--- src/hdl/dpf_pkg.sv ---
/*
  Shared constants and types of the drive protection and input filter block:
  timing, register offsets, reset values, ranges, fault codes and carriers.
  Assumes a single 10 MHz drive clock.
*/
// Functional notes
// RQ1 - Restore armed and set key held 0.5 s: zeros shown, defaults loaded 5 s later.
// RQ2 - Restore setting takes 0 or 1, resets to 0, acts only after restart.
// RQ3 - Overload model: heat from current against released heat; trip on persistent excess.
// RQ4 - Overload coefficient 0..500 percent, default 100, scales time to overload trip.
// RQ5 - Lock-rotor enable, default 1: near-zero speed with very high current detected.
// RQ6 - Lock-rotor fault after condition lasts delay 10..1000 x 10 ms, default 50.
// RQ7 - Overheat protection enable, default 0, takes effect immediately.
// RQ8 - Nonzero encoder coefficient drops levels shorter than coefficient / 30 MHz.
// RQ9 - Torque shortfall enable, default 1: output torque below command is watched.
// RQ10 - Shortfall lasting 1..100 x 10 ms, default 10, trips torque shortfall fault.
// RQ11 - Eight input terminals filtered apart, each time 0..30000, default 2.
// RQ12 - New input level passes after stable for set sample ticks; zero passes straight.
// RQ13 - Faults latch until reset or restart and report their own fault code.
package dpf_pkg;

  // ----------------------------------------
  // Timing
  // ----------------------------------------
  localparam int CLK_HZ      = 10_000_000;
  localparam int CLK_MHZ     = CLK_HZ / 1_000_000;
  localparam int TICK_MS     = 10;                          // protection timer unit
  localparam int TICK_CYC    = CLK_HZ / 1000 * TICK_MS;
  localparam int DI_TICK_US  = 1000;                        // input filter sample period
  localparam int DI_TICK_CYC = CLK_MHZ * DI_TICK_US;
  localparam int HOLD_MS     = 500;                         // set key hold time
  localparam int WAIT_MS     = 5000;                        // zeros shown before reload
  localparam logic [9:0] HOLD_TICKS = 10'((HOLD_MS + TICK_MS - 1) / TICK_MS);
  localparam logic [9:0] WAIT_TICKS = 10'((WAIT_MS + TICK_MS - 1) / TICK_MS);
  localparam int ENC_REF_MHZ = 30;                          // encoder coefficient base

  // ----------------------------------------
  // Register offsets
  // ----------------------------------------
  localparam logic [7:0] OFS_RESTORE  = 8'h00;
  localparam logic [7:0] OFS_RESTART  = 8'h04;
  localparam logic [7:0] OFS_OVLCOEF  = 8'h08;
  localparam logic [7:0] OFS_LOCKEN   = 8'h0c;
  localparam logic [7:0] OFS_LOCKDLY  = 8'h10;
  localparam logic [7:0] OFS_OVHEN    = 8'h14;
  localparam logic [7:0] OFS_ENCCOEF  = 8'h18;
  localparam logic [7:0] OFS_TQEN     = 8'h1c;
  localparam logic [7:0] OFS_TQTIME   = 8'h20;
  localparam logic [7:0] OFS_FAULT    = 8'h24;
  localparam logic [7:0] OFS_IRQST    = 8'h28;
  localparam logic [7:0] OFS_IRQMASK  = 8'h2c;
  localparam logic [7:0] OFS_INPUTS   = 8'h30;
  localparam logic [7:0] OFS_DITIME   = 8'h40;              // eight words up to 8'h5c

  // ----------------------------------------
  // Ranges and reset values
  // ----------------------------------------
  localparam logic [31:0] MAX_FLAG    = 32'h1;
  localparam logic [31:0] MAX_OVL     = 32'h1f4;            // 500 percent
  localparam logic [31:0] MIN_LOCKDLY = 32'ha;
  localparam logic [31:0] MAX_LOCKDLY = 32'h3e8;
  localparam logic [31:0] MAX_ENC     = 32'h3e8;
  localparam logic [31:0] MIN_TQTIME  = 32'h1;
  localparam logic [31:0] MAX_TQTIME  = 32'h64;
  localparam logic [31:0] MAX_DITIME  = 32'h7530;           // 30000
  localparam logic [15:0] RATED_PCT   = 16'h64;             // heat balance point

  // Fault codes, arbitrary values
  localparam logic [7:0] FC_NONE  = 8'h00;
  localparam logic [7:0] FC_OVH   = 8'h01;
  localparam logic [7:0] FC_OVL   = 8'h02;
  localparam logic [7:0] FC_LOCK  = 8'h03;
  localparam logic [7:0] FC_TQ    = 8'h04;

  // ----------------------------------------
  // Types
  // ----------------------------------------
  typedef logic [14:0] dpf_ditime_t;
  typedef enum logic [1:0] {RS_IDLE, RS_HOLD, RS_SHOW} dpf_restore_e;

  typedef struct packed {
    logic              restore;
    logic [8:0]        ovlCoef;
    logic              lockEn;
    logic [9:0]        lockDly;
    logic              ovhEn;
    logic [9:0]        encCoef;
    logic              tqEn;
    logic [6:0]        tqTime;
    dpf_ditime_t [7:0] diTime;
  } dpf_cfg_s;

  localparam dpf_cfg_s CFG_DEFAULT = '{restore: 1'b0, ovlCoef: 9'h64, lockEn: 1'b1,
    lockDly: 10'h32, ovhEn: 1'b0, encCoef: 10'h0, tqEn: 1'b1, tqTime: 7'ha,
    diTime: {8{15'h2}}};

  // Motor feedback; current and torques in percent of rated
  typedef struct packed {
    logic signed [15:0] speed;
    logic [15:0]        current;
    logic [15:0]        cmdTorque;
    logic [15:0]        outTorque;
    logic               overheat;
  } dpf_motor_s;

  typedef struct packed {
    logic overload;
    logic lockRotor;
    logic overheat;
    logic torqueShort;
  } dpf_fault_s;

endpackage

--- src/hdl/dpf_top.sv ---
/*
  Drive protection and input filter: factory restore sequence, overload,
  lock-rotor, overheat and torque shortfall faults, encoder and terminal
  filters, APB register file and interrupt.
  Assumes all inputs synchronous to the 10 MHz clk and an APB master.
*/
`timescale 1ns/1ns
module dpf_top #(
  parameter int TICK_CYCLES    = dpf_pkg::TICK_CYC,
  parameter int DI_TICK_CYCLES = dpf_pkg::DI_TICK_CYC,
  parameter int OVL_UNIT       = 100,
  parameter int LOCK_SPEED     = 10,
  parameter int LOCK_CURRENT   = 200
) (
  // Clock and reset
  input  wire logic               clk,
  input  wire logic               rst,
  // APB slave
  input  wire logic [7:0]         paddr,
  input  wire logic               psel,
  input  wire logic               penable,
  input  wire logic               pwrite,
  input  wire logic [31:0]        pwdata,
  output logic [31:0]             prdata,
  output logic                    pready,
  output logic                    pslverr,
  // Motor, keypad and terminals
  input  wire dpf_pkg::dpf_motor_s motor,
  input  wire logic               setKey,
  input  wire logic [2:0]         encIn,
  input  wire logic [7:0]         digitalInputTerminals,
  // Filtered levels
  output logic [2:0]              encOut,
  output logic [7:0]              diOut,
  // Faults and status
  output dpf_pkg::dpf_fault_s     faults,
  output logic [7:0]              faultCode,
  output logic                    displayZeros,
  output logic                    defaultsLoaded,
  output logic                    irq
);
  import dpf_pkg::*;

  localparam int TW = $clog2(TICK_CYCLES);
  localparam int DW = $clog2(DI_TICK_CYCLES);

  // ----------------------------------------
  // State
  // ----------------------------------------
  typedef struct packed {
    dpf_cfg_s     cfg;
    logic         restoreAct;
    logic [TW-1:0] tickCnt;
    logic [DW-1:0] diCnt;
    logic [31:0]  heat;
    dpf_fault_s   faults;
    logic [7:0]   code;
    dpf_restore_e rs;
    logic [9:0]   rsCnt;
    logic         zeros;
    logic         loaded;
    logic [4:0]   irqSt;
    logic [4:0]   irqMask;
    logic         irq;
    logic [31:0]  prdata;
    logic         pready;
    logic         pslverr;
  } dpf_top_s;

  localparam dpf_top_s ST_RESET = '{cfg: CFG_DEFAULT, rs: RS_IDLE, default: '0};

  dpf_top_s q, d;

  // ----------------------------------------
  // Helpers
  // ----------------------------------------
  function automatic logic inRange(logic [31:0] v, logic [31:0] lo, logic [31:0] hi);
    return (v >= lo) && (v <= hi);
  endfunction

  // Encoder window in clocks, rounded up so no short level survives
  function automatic logic [9:0] encCycles(logic [9:0] c);
    return 10'((int'(c) * CLK_MHZ + ENC_REF_MHZ - 1) / ENC_REF_MHZ);
  endfunction

  // Highest priority latched fault names the code
  function automatic logic [7:0] codeOf(dpf_fault_s f);
    if (f.overheat) return FC_OVH;
    if (f.overload) return FC_OVL;
    if (f.lockRotor) return FC_LOCK;
    if (f.torqueShort) return FC_TQ;
    return FC_NONE;
  endfunction

  // ----------------------------------------
  // Ticks and filters
  // ----------------------------------------
  logic        tick;
  logic        diTick;
  logic [7:0]  diLvl;
  logic [2:0]  encLvl;
  logic [15:0] speedMag;
  logic        lockCond;
  logic        tqCond;
  logic        lockTrip;
  logic        tqTrip;

  assign tick   = (q.tickCnt == TW'(TICK_CYCLES - 1));
  assign diTick = (q.diCnt == DW'(DI_TICK_CYCLES - 1));

  // Each terminal has its own window
  for (genvar i = 0; i < 8; i++) begin : g_di
    dpf_glitch_filter #(.W(15)) u_di (
      .clk  (clk),
      .rst  (rst),
      .ce   (diTick),
      .len  (q.cfg.diTime[i]),                       // RQ11
      .din  (digitalInputTerminals[i]),
      .dout (diLvl[i])
    );
  end

  // Encoder lines sampled every clock
  for (genvar i = 0; i < 3; i++) begin : g_enc
    dpf_glitch_filter #(.W(10)) u_enc (
      .clk  (clk),
      .rst  (rst),
      .ce   (1'b1),
      .len  (encCycles(q.cfg.encCoef)),              // RQ8
      .din  (encIn[i]),
      .dout (encLvl[i])
    );
  end

  // Lock rotor: stalled shaft drawing very high current
  assign speedMag = motor.speed[15] ? 16'(-motor.speed) : 16'(motor.speed);
  assign lockCond = q.cfg.lockEn && (speedMag <= 16'(LOCK_SPEED))
                    && (motor.current >= 16'(LOCK_CURRENT));   // RQ5
  assign tqCond   = q.cfg.tqEn && (motor.outTorque < motor.cmdTorque);  // RQ9

  dpf_persist_timer #(.W(10)) u_lock (
    .clk   (clk),
    .rst   (rst),
    .ce    (tick),
    .cond  (lockCond),
    .limit (q.cfg.lockDly),                          // RQ6
    .trip  (lockTrip)
  );

  dpf_persist_timer #(.W(7)) u_tq (
    .clk   (clk),
    .rst   (rst),
    .ce    (tick),
    .cond  (tqCond),
    .limit (q.cfg.tqTime),                           // RQ10
    .trip  (tqTrip)
  );

  // ----------------------------------------
  // Next state
  // ----------------------------------------
  logic [31:0] rd;
  logic        ok;
  logic        done;
  logic        restart;
  logic [31:0] ovlLimit;
  logic        ovlTrip;
  logic [4:0]  ev;
  logic [2:0]  di;

  // Register read data and access check, decoded from the held address
  always_comb begin
    rd = '0;
    ok = (paddr[1:0] == 2'b00);
    di = paddr[4:2];
    unique case (paddr)
      OFS_RESTORE: begin
        rd = 32'(q.cfg.restore);
        ok = ok && (!pwrite || inRange(pwdata, '0, MAX_FLAG));   // RQ2
      end
      OFS_RESTART: rd = '0;
      OFS_OVLCOEF: begin
        rd = 32'(q.cfg.ovlCoef);
        ok = ok && (!pwrite || inRange(pwdata, '0, MAX_OVL));
      end
      OFS_LOCKEN: begin
        rd = 32'(q.cfg.lockEn);
        ok = ok && (!pwrite || inRange(pwdata, '0, MAX_FLAG));
      end
      OFS_LOCKDLY: begin
        rd = 32'(q.cfg.lockDly);
        ok = ok && (!pwrite || inRange(pwdata, MIN_LOCKDLY, MAX_LOCKDLY));
      end
      OFS_OVHEN: begin
        rd = 32'(q.cfg.ovhEn);
        ok = ok && (!pwrite || inRange(pwdata, '0, MAX_FLAG));
      end
      OFS_ENCCOEF: begin
        rd = 32'(q.cfg.encCoef);
        ok = ok && (!pwrite || inRange(pwdata, '0, MAX_ENC));
      end
      OFS_TQEN: begin
        rd = 32'(q.cfg.tqEn);
        ok = ok && (!pwrite || inRange(pwdata, '0, MAX_FLAG));
      end
      OFS_TQTIME: begin
        rd = 32'(q.cfg.tqTime);
        ok = ok && (!pwrite || inRange(pwdata, MIN_TQTIME, MAX_TQTIME));
      end
      OFS_FAULT: begin
        rd = {14'h0, q.zeros, q.restoreAct, q.code, 4'h0, q.faults};
        ok = ok && !pwrite;
      end
      OFS_IRQST: begin
        rd = 32'(q.irqSt);
        ok = ok && !pwrite;
      end
      OFS_IRQMASK: rd = 32'(q.irqMask);
      OFS_INPUTS: begin
        rd = {21'h0, encLvl, diLvl};
        ok = ok && !pwrite;
      end
      default: begin
        if (paddr[7:5] == OFS_DITIME[7:5]) begin
          rd = 32'(q.cfg.diTime[di]);
          ok = ok && (!pwrite || inRange(pwdata, '0, MAX_DITIME));
        end else begin
          ok = 1'b0;                                 // unmapped
        end
      end
    endcase
  end

  assign done    = psel && penable && q.pready;
  assign restart = done && pwrite && !q.pslverr && (paddr == OFS_RESTART) && pwdata[0];
  // Coefficient stretches or shrinks the allowed heat store
  assign ovlLimit = 32'(q.cfg.ovlCoef) * 32'(OVL_UNIT);                  // RQ4
  assign ovlTrip  = (q.heat > ovlLimit) && (motor.current > RATED_PCT);  // RQ3

  always_comb begin
    d = q;
    d.loaded  = 1'b0;
    ev        = '0;
    d.tickCnt = tick ? '0 : q.tickCnt + 1'b1;
    d.diCnt   = diTick ? '0 : q.diCnt + 1'b1;

    // Heat store: excess over rated current adds, shortfall drains
    if (tick) begin
      if (motor.current > RATED_PCT) begin
        d.heat = q.heat + 32'(motor.current - RATED_PCT);               // RQ3
      end else if (q.heat > 32'(RATED_PCT - motor.current)) begin
        d.heat = q.heat - 32'(RATED_PCT - motor.current);
      end else begin
        d.heat = '0;
      end
    end

    // New fault events only where the fault is not already latched
    ev[0] = ovlTrip && !q.faults.overload;
    ev[1] = lockTrip && !q.faults.lockRotor;
    ev[2] = q.cfg.ovhEn && motor.overheat && !q.faults.overheat;         // RQ7
    ev[3] = tqTrip && !q.faults.torqueShort;

    // Restart clears latched faults; an event in the same cycle still lands
    if (restart) begin
      d.faults     = '0;
      d.heat       = '0;
      d.restoreAct = q.cfg.restore;                  // RQ2
    end
    d.faults.overload    = d.faults.overload | ev[0];                    // RQ13
    d.faults.lockRotor   = d.faults.lockRotor | ev[1];                   // RQ13
    d.faults.overheat    = d.faults.overheat | ev[2];                    // RQ13
    d.faults.torqueShort = d.faults.torqueShort | ev[3];                 // RQ13
    d.code = codeOf(d.faults);                                           // RQ13

    // Factory restore sequence
    unique case (q.rs)
      RS_IDLE: begin
        d.rsCnt = '0;
        if (q.restoreAct && setKey) begin
          d.rs = RS_HOLD;
        end
      end
      RS_HOLD: begin
        if (!setKey) begin
          d.rs = RS_IDLE;
        end else if (tick) begin
          // One extra tick absorbs the partial first tick
          if (q.rsCnt == HOLD_TICKS) begin
            d.rs    = RS_SHOW;
            d.rsCnt = '0;
            d.zeros = 1'b1;                          // RQ1
          end else begin
            d.rsCnt = q.rsCnt + 1'b1;
          end
        end
      end
      RS_SHOW: begin
        if (tick) begin
          if (q.rsCnt == WAIT_TICKS) begin
            d.rs         = RS_IDLE;
            d.zeros      = 1'b0;
            d.cfg        = CFG_DEFAULT;              // RQ1
            d.restoreAct = 1'b0;
            d.loaded     = 1'b1;
            ev[4]        = 1'b1;
          end else begin
            d.rsCnt = q.rsCnt + 1'b1;
          end
        end
      end
    endcase

    // APB: one wait state, then the completing edge applies the access
    d.pready  = psel && penable && !q.pready;
    d.prdata  = rd;
    d.pslverr = !ok;
    if (done && pwrite && !q.pslverr && !d.loaded) begin
      unique case (paddr)
        OFS_RESTORE: d.cfg.restore = pwdata[0];      // RQ2
        OFS_OVLCOEF: d.cfg.ovlCoef = pwdata[8:0];    // RQ4
        OFS_LOCKEN:  d.cfg.lockEn  = pwdata[0];      // RQ5
        OFS_LOCKDLY: d.cfg.lockDly = pwdata[9:0];    // RQ6
        OFS_OVHEN:   d.cfg.ovhEn   = pwdata[0];      // RQ7
        OFS_ENCCOEF: d.cfg.encCoef = pwdata[9:0];    // RQ8
        OFS_TQEN:    d.cfg.tqEn    = pwdata[0];      // RQ9
        OFS_TQTIME:  d.cfg.tqTime  = pwdata[6:0];    // RQ10
        OFS_IRQMASK: d.irqMask     = pwdata[4:0];
        default: begin
          if (paddr[7:5] == OFS_DITIME[7:5]) begin
            d.cfg.diTime[di] = pwdata[14:0];         // RQ11
          end
        end
      endcase
    end

    // Read clears only the bits that were reported, so new events survive
    if (done && !pwrite && paddr == OFS_IRQST) begin
      d.irqSt = q.irqSt & ~q.prdata[4:0];
    end
    d.irqSt = d.irqSt | ev;
    d.irq   = |(d.irqSt & d.irqMask);
  end

  always_ff @(posedge clk or posedge rst) begin
    if (rst) begin
      q <= ST_RESET;
    end else begin
      q <= d;
    end
  end

  // ----------------------------------------
  // Outputs
  // ----------------------------------------
  assign prdata         = q.prdata;
  assign pready         = q.pready;
  assign pslverr        = q.pslverr;
  assign encOut         = encLvl;
  assign diOut          = diLvl;
  assign faults         = q.faults;
  assign faultCode      = q.code;
  assign displayZeros   = q.zeros;
  assign defaultsLoaded = q.loaded;
  assign irq            = q.irq;

endmodule // dpf_top

--- src/hdl/dpf_glitch_filter.sv ---
/*
  One-bit level filter: a new level passes once it has been seen for len
  consecutive sample enables. Assumes din synchronous to clk.
*/
`timescale 1ns/1ns
module dpf_glitch_filter #(
  parameter int W = 16
) (
  // Clock and reset
  input  wire logic         clk,
  input  wire logic         rst,
  // Sampling
  input  wire logic         ce,
  input  wire logic [W-1:0] len,
  input  wire logic         din,
  output logic              dout
);
  import dpf_pkg::*;

  typedef struct packed {
    logic [W-1:0] cnt;
    logic         out;
  } dpf_flt_s;

  dpf_flt_s q, d;

  // Count samples of a differing level; any return to the output level restarts
  always_comb begin
    d = q;
    if (len == '0) begin
      d.out = din;                                   // RQ12
      d.cnt = '0;
    end else if (din == q.out) begin
      d.cnt = '0;
    end else if (ce) begin
      if ({1'b0, q.cnt} + 1'b1 >= {1'b0, len}) begin
        d.out = din;                                 // RQ12
        d.cnt = '0;
      end else begin
        d.cnt = q.cnt + 1'b1;
      end
    end
  end

  always_ff @(posedge clk or posedge rst) begin
    if (rst) begin
      q <= '0;
    end else begin
      q <= d;
    end
  end

  assign dout = q.out;

endmodule // dpf_glitch_filter

--- src/hdl/dpf_persist_timer.sv ---
/*
  Persistence timer: one-cycle trip once cond has held for limit ticks,
  then silent until cond drops. Assumes ce is a one-cycle tick.
*/
`timescale 1ns/1ns
module dpf_persist_timer #(
  parameter int W = 10
) (
  // Clock and reset
  input  wire logic         clk,
  input  wire logic         rst,
  // Condition and time
  input  wire logic         ce,
  input  wire logic         cond,
  input  wire logic [W-1:0] limit,
  output logic              trip
);
  import dpf_pkg::*;

  typedef struct packed {
    logic [W-1:0] cnt;
    logic         fired;
    logic         trip;
  } dpf_tmr_s;

  dpf_tmr_s q, d;

  // Fire once per unbroken run of the condition
  always_comb begin
    d = q;
    d.trip = 1'b0;
    if (!cond) begin
      d.cnt   = '0;
      d.fired = 1'b0;
    end else if (ce && !q.fired) begin
      if ({1'b0, q.cnt} + 1'b1 >= {1'b0, limit}) begin
        d.trip  = 1'b1;
        d.fired = 1'b1;
      end else begin
        d.cnt = q.cnt + 1'b1;
      end
    end
  end

  always_ff @(posedge clk or posedge rst) begin
    if (rst) begin
      q <= '0;
    end else begin
      q <= d;
    end
  end

  assign trip = q.trip;

endmodule // dpf_persist_timer

--- config.mk ---
export PLATFORM = sky130hd
export DESIGN_NAME = dpf_top
export DESIGN_NICKNAME = d
export VERILOG_FILES = /design/src/hdl/dpf_pkg.sv /design/src/hdl/dpf_top.sv /design/src/hdl/dpf_glitch_filter.sv /design/src/hdl/dpf_persist_timer.sv
export SDC_FILE = /design/constraint.sdc
export NUM_CORES = 2
export LEC_CHECK = 0
export BUFFER_PORTS_ARGS = -buffer_cell sky130_fd_sc_hd__buf_2
export CAP_MARGIN = 20
export CORE_MARGIN = 2
export CORE_UTILIZATION = 57
export DETAILED_ROUTE_END_ITERATION = 8
export PLACE_DENSITY = 0.85
export SYNTH_ARGS = -nofsm -noshare
export SYNTH_HDL_FRONTEND = slang
export SYNTH_SLANG_ARGS = --single-unit
--- constraint.sdc ---
create_clock -name clk -period 17.1 [get_ports clk]
set_input_delay 4.275 -clock clk [delete_from_list [all_inputs] [get_ports clk]]
set_output_delay 4.275 -clock clk [all_outputs]
set_load 0.01 [all_outputs]
Yosys cells after proc, flatten, opt, wreduce, memory -nomap -nowiden
Index checks and enable logic that the tools add are counted.

storage, ports and cells
  output and inout port bits = 60
  logic and storage cells = 454
  register bits after elaboration = 477
  bits of input ports = 122

operators by class
  add/sub/neg operators = 36
  multipliers = 2
  reductions and logical operators = 117
  equality and inequality tests = 56
  divide/modulo/power cells = 1
  mux-type cells = 142
  $lt $le $gt $ge = 29
  bitwise logic cells = 8

operators with widths
  cell                                                                                  count
  161-bit 2-to-1 mux                                                                    3
  15-bit 2-to-1 mux                                                                     19
  16-bit 2-to-1 mux                                                                     17
  120-bit 2-to-1 mux                                                                    2
  18-bit one-hot mux with 13 select lines                                               1
  160-bit 2-to-1 mux                                                                    1
  15-bit by 1-bit adder with 16-bit output, second input constant                       8
  16-bit by 15-bit greater-or-equal comparator with 1-bit output                        8
  15-bit by 1-bit adder with 15-bit output, second input constant                       8
  120-bit bitwise mux                                                                   1
  15-bit logical NOT                                                                    8
  10-bit 2-to-1 mux                                                                     11
  32-bit 2-to-1 mux                                                                     3
  8-bit 2-to-1 mux                                                                      9
  32-bit by 1-bit greater-or-equal comparator with 1-bit output, second input constant  2
  11-bit 2-to-1 mux                                                                     5
  10-bit by 1-bit adder with 10-bit output, second input constant                       5
  15-bit binary-select mux with 3-bit select                                            1
  15-bit demux with 3-bit select                                                        1
  1-bit 2-to-1 mux                                                                      45
  10-bit by 1-bit adder with 11-bit output, second input constant                       4
  11-bit by 10-bit greater-or-equal comparator with 1-bit output                        4
  2-bit nonzero test                                                                    21
  8-bit by 6-bit equality test with 1-bit output, second input constant                 5
  other kinds (76)                                                                      199

Longest topological paths before layout
  depth after elaboration = 19
  gate-level depth with buffers = 41
  mapped depth without buffers = 39

By module
A second synthesis with hierarchy kept.

second synthesis, totals
  cells, all modules = 4212
  area total of the unflattened synthesis = 36024.6 sq um

modules (own cells, without submodules)
  module                                   seq. area each (sq um)  instances  cells each  area each (sq um)
  dpf_top                                  6904.1                  1          2394        20448.4
  dpf_glitch_filter at g_di[0].u_di ...    400.4                   8          166         1396.3
  dpf_glitch_filter at g_enc[0].u_enc ...  275.3                   3          98          883.3
  dpf_persist_timer at u_lock              300.3                   1          122         1059.8
  dpf_persist_timer at u_tq                225.2                   1          74          695.7

Worst setup path before layout
OpenSTA, ideal clock, no wires.

  kind = input-to-reg
  start = input motor[43] in the netlist's numbering
  end = register q[102] in the netlist's numbering
  arrival = 8.478 ns
  cell stages on the path = 19
  slack = 8.493 ns
  path through = clkbuf_1 nor2_1 nand2_1 or3_1 nor3_1 ha_1 and2_1 a31o_2 nor2_1 a211o_1 nor2_1 o21a_1 o21ai_0 a211oi_1 a211oi_1 o21bai_1 a21oi_1 xnor2_1 o21ai_0

on the way
  word-level cells in the longest chain between the ends = 6

ends and longest elaborated chain
  element                                                                     line                            text
  start: declaration                                                          dpf_top.sv:28                   input wire dpf_pkg::dpf_motor_s motor,
  7-bit by 16-bit subtractor with 17-bit output                               dpf_top.sv:251, dpf_top.sv:252
  32-bit subtractor / 32-bit greater-than comparator (equally long branches)  dpf_top.sv:252, dpf_top.sv:251
  32-bit 2-to-1 mux                                                           dpf_top.sv:251                  end else if (q.heat > 32'(RATED_PCT - motor.current)) begin
  32-bit 2-to-1 mux *                                                         dpf_top.sv:249                  if (motor.current > RATED_PCT) begin
  32-bit 2-to-1 mux *                                                         dpf_top.sv:248                  if (tick) begin
  36-bit 2-to-1 mux *                                                         dpf_top.sv:265                  if (restart) begin
  end signal: assignment                                                      dpf_top.sv:347                  q <= ST_RESET;
  end signal: assignment                                                      dpf_top.sv:349                  q <= d;
  end: declaration                                                            dpf_top.sv:72                   dpf_top_s q, d;

Mark *: on every way between the ends. The rest lies on a longest branch, timed or not. The select of a mux whose other input is x is not followed.
A chain may end at the register's enable or synchronous reset.

Final worst setup path
  start = register q[264] in the netlist's numbering
  end = register g_enc[1].u_enc.q (netlist bit g_enc[1].u_enc.dout)

on the way
  word-level cells in the longest chain between the ends = 7

ends and longest elaborated chain
  element                                                                                                      line                                              text
  10-bit by 3-bit multiplier with 13-bit output *                                                              dpf_top.sv:83                                     return 10'((int'(c) * CLK_MHZ + ENC_REF_MHZ - 1) / ENC_REF_MHZ);
  14-bit by 5-bit adder with 15-bit output *                                                                   dpf_top.sv:83
  15-bit by 1-bit subtractor with 16-bit output *                                                              dpf_top.sv:83
  32-bit by 6-bit divider with 32-bit output *                                                                 dpf_top.sv:83
  11-bit by 10-bit greater-or-equal comparator with 1-bit output / 10-bit logical NOT (equally long branches)  dpf_glitch_filter.sv:36, dpf_glitch_filter.sv:30
  2-bit nonzero test (no line) / 2-bit != test (equally long branches)                                         n/a
  2-bit AND reduction (no line)                                                                                n/a
  end signal: assignment                                                                                       dpf_glitch_filter.sv:47                           q <= '0;
  end signal: assignment                                                                                       dpf_glitch_filter.sv:49                           q <= d;
  end: declaration                                                                                             dpf_glitch_filter.sv:25                           dpf_flt_s q, d;

Mark *: on every way between the ends. The rest lies on a longest branch, timed or not.

==> metrics.cfg <==
[drt]
drt_first_pass_iters=8
avgViaCountPerCell=6.39
post_drt_wl_per_cell_um=20.2
highest_layer=met5
antenna_left=0
dr_wl_met2_um=41200
num_vias=29600
wl_met3_um=9260
wl_um=93500
drt_iter0_markers=3155
drt-met1-wl_um=38700
drc=0

[critical_path]
path_class=flop to flop
end_kind=flop
crit_family=compound AO/OA/AOI/OAI gates
critical-path-max-stage-delay_ns=0.61
cp_num_buf_inv=0
cpMaxStageDelayCell=a2111oi_2
crit_fanout=10
start_kind=flop
cp.required_ns=17.59
crit_top_cell=nand3_1
cp.arrival_ns=10.07

[synthesis]
ys_seq_area_frac=0.337
yosys-top-cells-count=439 x dfrtp_1, 385 x nand2_1, 336 x ha_1, 245 x inv_1, 208 x nor2_1
yosys_warnings=0
netlist.area_leader.share=0.323
yosys-top-cells-area=dfrtp_1 32%, ha_1 12%, xnor2_1 4.3%
synthesis.area_sq_mm=0.0340
syn_avg_cell_area_sq_um=9.08
async_flop_share=1.00
yosys_most_used_dff=dfrtp_1
synth-simple-area-share=0.184
synth_adder_area_share=0.128
synth_top_family_by_area=simple AND/OR/NAND/NOR gates
synth_compound_area_frac=0.181
muxShareOfSynthArea=0.0365
syn_inst=3746
synth_top_cell_by_area=dfrtp_1
yosysMostFrequentCell=dfrtp_1
synth_xor_xnor_area_share=0.0758
ys_seq_elements=457
synth_edf_count=0
synthDistinctLibCells=104

[cts]
post_cts.repair.setup_buffers=0
cts.sinks=457
root_buffer=clkbuf_16
clk_pin_slew_worst_paths_ns=0.07
cts_resized=0
holdBufCountCts=0
clk_latency_ns=0.63
tritoncts=built
numCtsBuffers=51
htree_levels=2
clock_path_buffers=3

[timing]
drv_slew=0
fin_skew_ns=0.0332
relSlewSlack=0.241
rsz0062_at_grt=false
fin_crit_sh=0.560
setup_tns_ns=0
finalHoldViolations=0
setup_slack_ns=7.52
worstMarginPinSlew_ns=1.13
timing.fmax_mhz=104
period_minus_slack_ns=9.58
finalSetupViolations=0

[finish]
stdcell_count=4628
nets=4271
post-route-util=0.626
drive_above_1_share=0.109
area_growth_pct=8.65

[pwr]
pwr-share-clk=0.462
seq_power_share=0.449
swShare=0.258
power_density_mw_per_mm2=66.4
totalPowerFinal_mw=2.45
pwr-share-comb=0.089
intPower_mw=1.82
p_switching_mw=0.634
p_leak_nw=18.4
irDropWorstVdd_v=0.0000701

[die]
die_h_um=248
dieWidth_um=248
dieArea_sq_mm=0.0616
ios=182
fp-row-count=89
core_area_sq_mm=0.0590
start_util=0.576

[global_routing]
grt_pass1_vias=28300
grt_max_degree=175
grt_antenna_before_repair=9
grt_overflow=0
grt_first_pass_wirelength_um=150000
grtUsageTotal=0.302

[placed_design]
io_buffers=161
dp_worst_setup_slack_ns=7.67
hpwl_um=67500
place_congestion=0.931
dp_cells=4520

[run_status]
status=complete, no violations

[worst_hold_path]
hold_class=flop to flop

[job]
max_cap_violations=0

==> cell type report <==
cell class	count	area, sq um
clock inverters	15	183
clock buffers	81	1540
fillers	4721	22100
inverters	246	933
well taps	773	967
flip-flops and latches	457	11500
diodes	6	15.0
repair buffers	195	1100
multi-input cells	2855	20700
==> final timing paths <==
check | startpoint | end | slack (ns) | cells after the start
setup / recovery | q[264] | g_enc[1].u_enc.dout | 7.52 | 37
hold / removal | pready | pready | 0.44 | 1
setup reg to reg | q[264] | g_enc[1].u_enc.dout | 7.52 | 37
hold reg to reg | pready | pready | 0.44 | 1
max in group asynchronous | rst | q[55] | 11.05 | 4
min in group asynchronous | rst | g_di[5].u_di.q[11] | 3.75 | 2
==> cell usage in the layout (no fill, tap or decap), types with 119 or more instances in the layout <==
cell type    n
nand3_1    131
xnor2_1    168
ha_1       336
o31ai_1    119
a21oi_1    147
buf_2      162
inv_1      244
o21ai_0    174
nand2_1    385
nor2_1     205
dfrtp_1    439
==> worst reg2reg max path, delay by kind of cell (launching register included) <==
kind	cells	cell delay [ns]
mux	3	1.09
compound gates	14	3.53
fa+ha+maj	4	1.38
xor+xnor	2	0.67
simple gates	14	2.35
flops	1	0.44
==> cells by family (layout without fill, tap and decap cells) <==
logic type	count (synthesis)	count (layout)
other	1	26
flip-flops	457	457
adder cells (fa/ha/maj)	343	343
buffers and inverters	453	537
AO/OA/AOI/OAI	881	881
XOR/XNOR	289	289
multiplexers	82	82
AND/OR/NAND/NOR	1240	1240
==> sequential cells by signal, summed over array words and instances, names as in the netlist <==
signal,flops
displayZeros,1
irq,1
u_lock.trip,1
pready,1
prdata,17
g_enc.u_enc.dout,3
u_lock.q,11
pslverr,1
faults,4
g_di.u_di.dout,8
g_enc.u_enc.q,30
q,246
u_tq.trip,1
faultCode,3
g_di.u_di.q,120
defaultsLoaded,1
u_tq.q,8
==> metrics by stage <==
stage / area, sq um / hold WS, ns
global route: 36900 / 0.479
detailed placement: 35100 / 0.436
global placement: 35100 / 0.427
CTS: 36900 / 0.445
floorplan: 34100 / 0.425
finish: 36900 / 0.440
==> metal layers <==
metal	global-route usage	vias up
li1	-	13600
met1	0.420	14200
met2	0.462	1436
met3	0.0554	304
met4	0.134	8
met5	0	-
==> power by group through the flow <==
stage                     logic (mW)  clock network, mW  registers, mW
after floorplan                0.151                  0           1.12
after global placement         0.208                  0           1.12
after detailed placement       0.213                  0           1.12
after CTS                      0.215               1.14           1.10
after global routing           0.242               1.19           1.10
final                          0.218               1.13           1.10
Note: power is estimated with default switching activity, not from simulation.
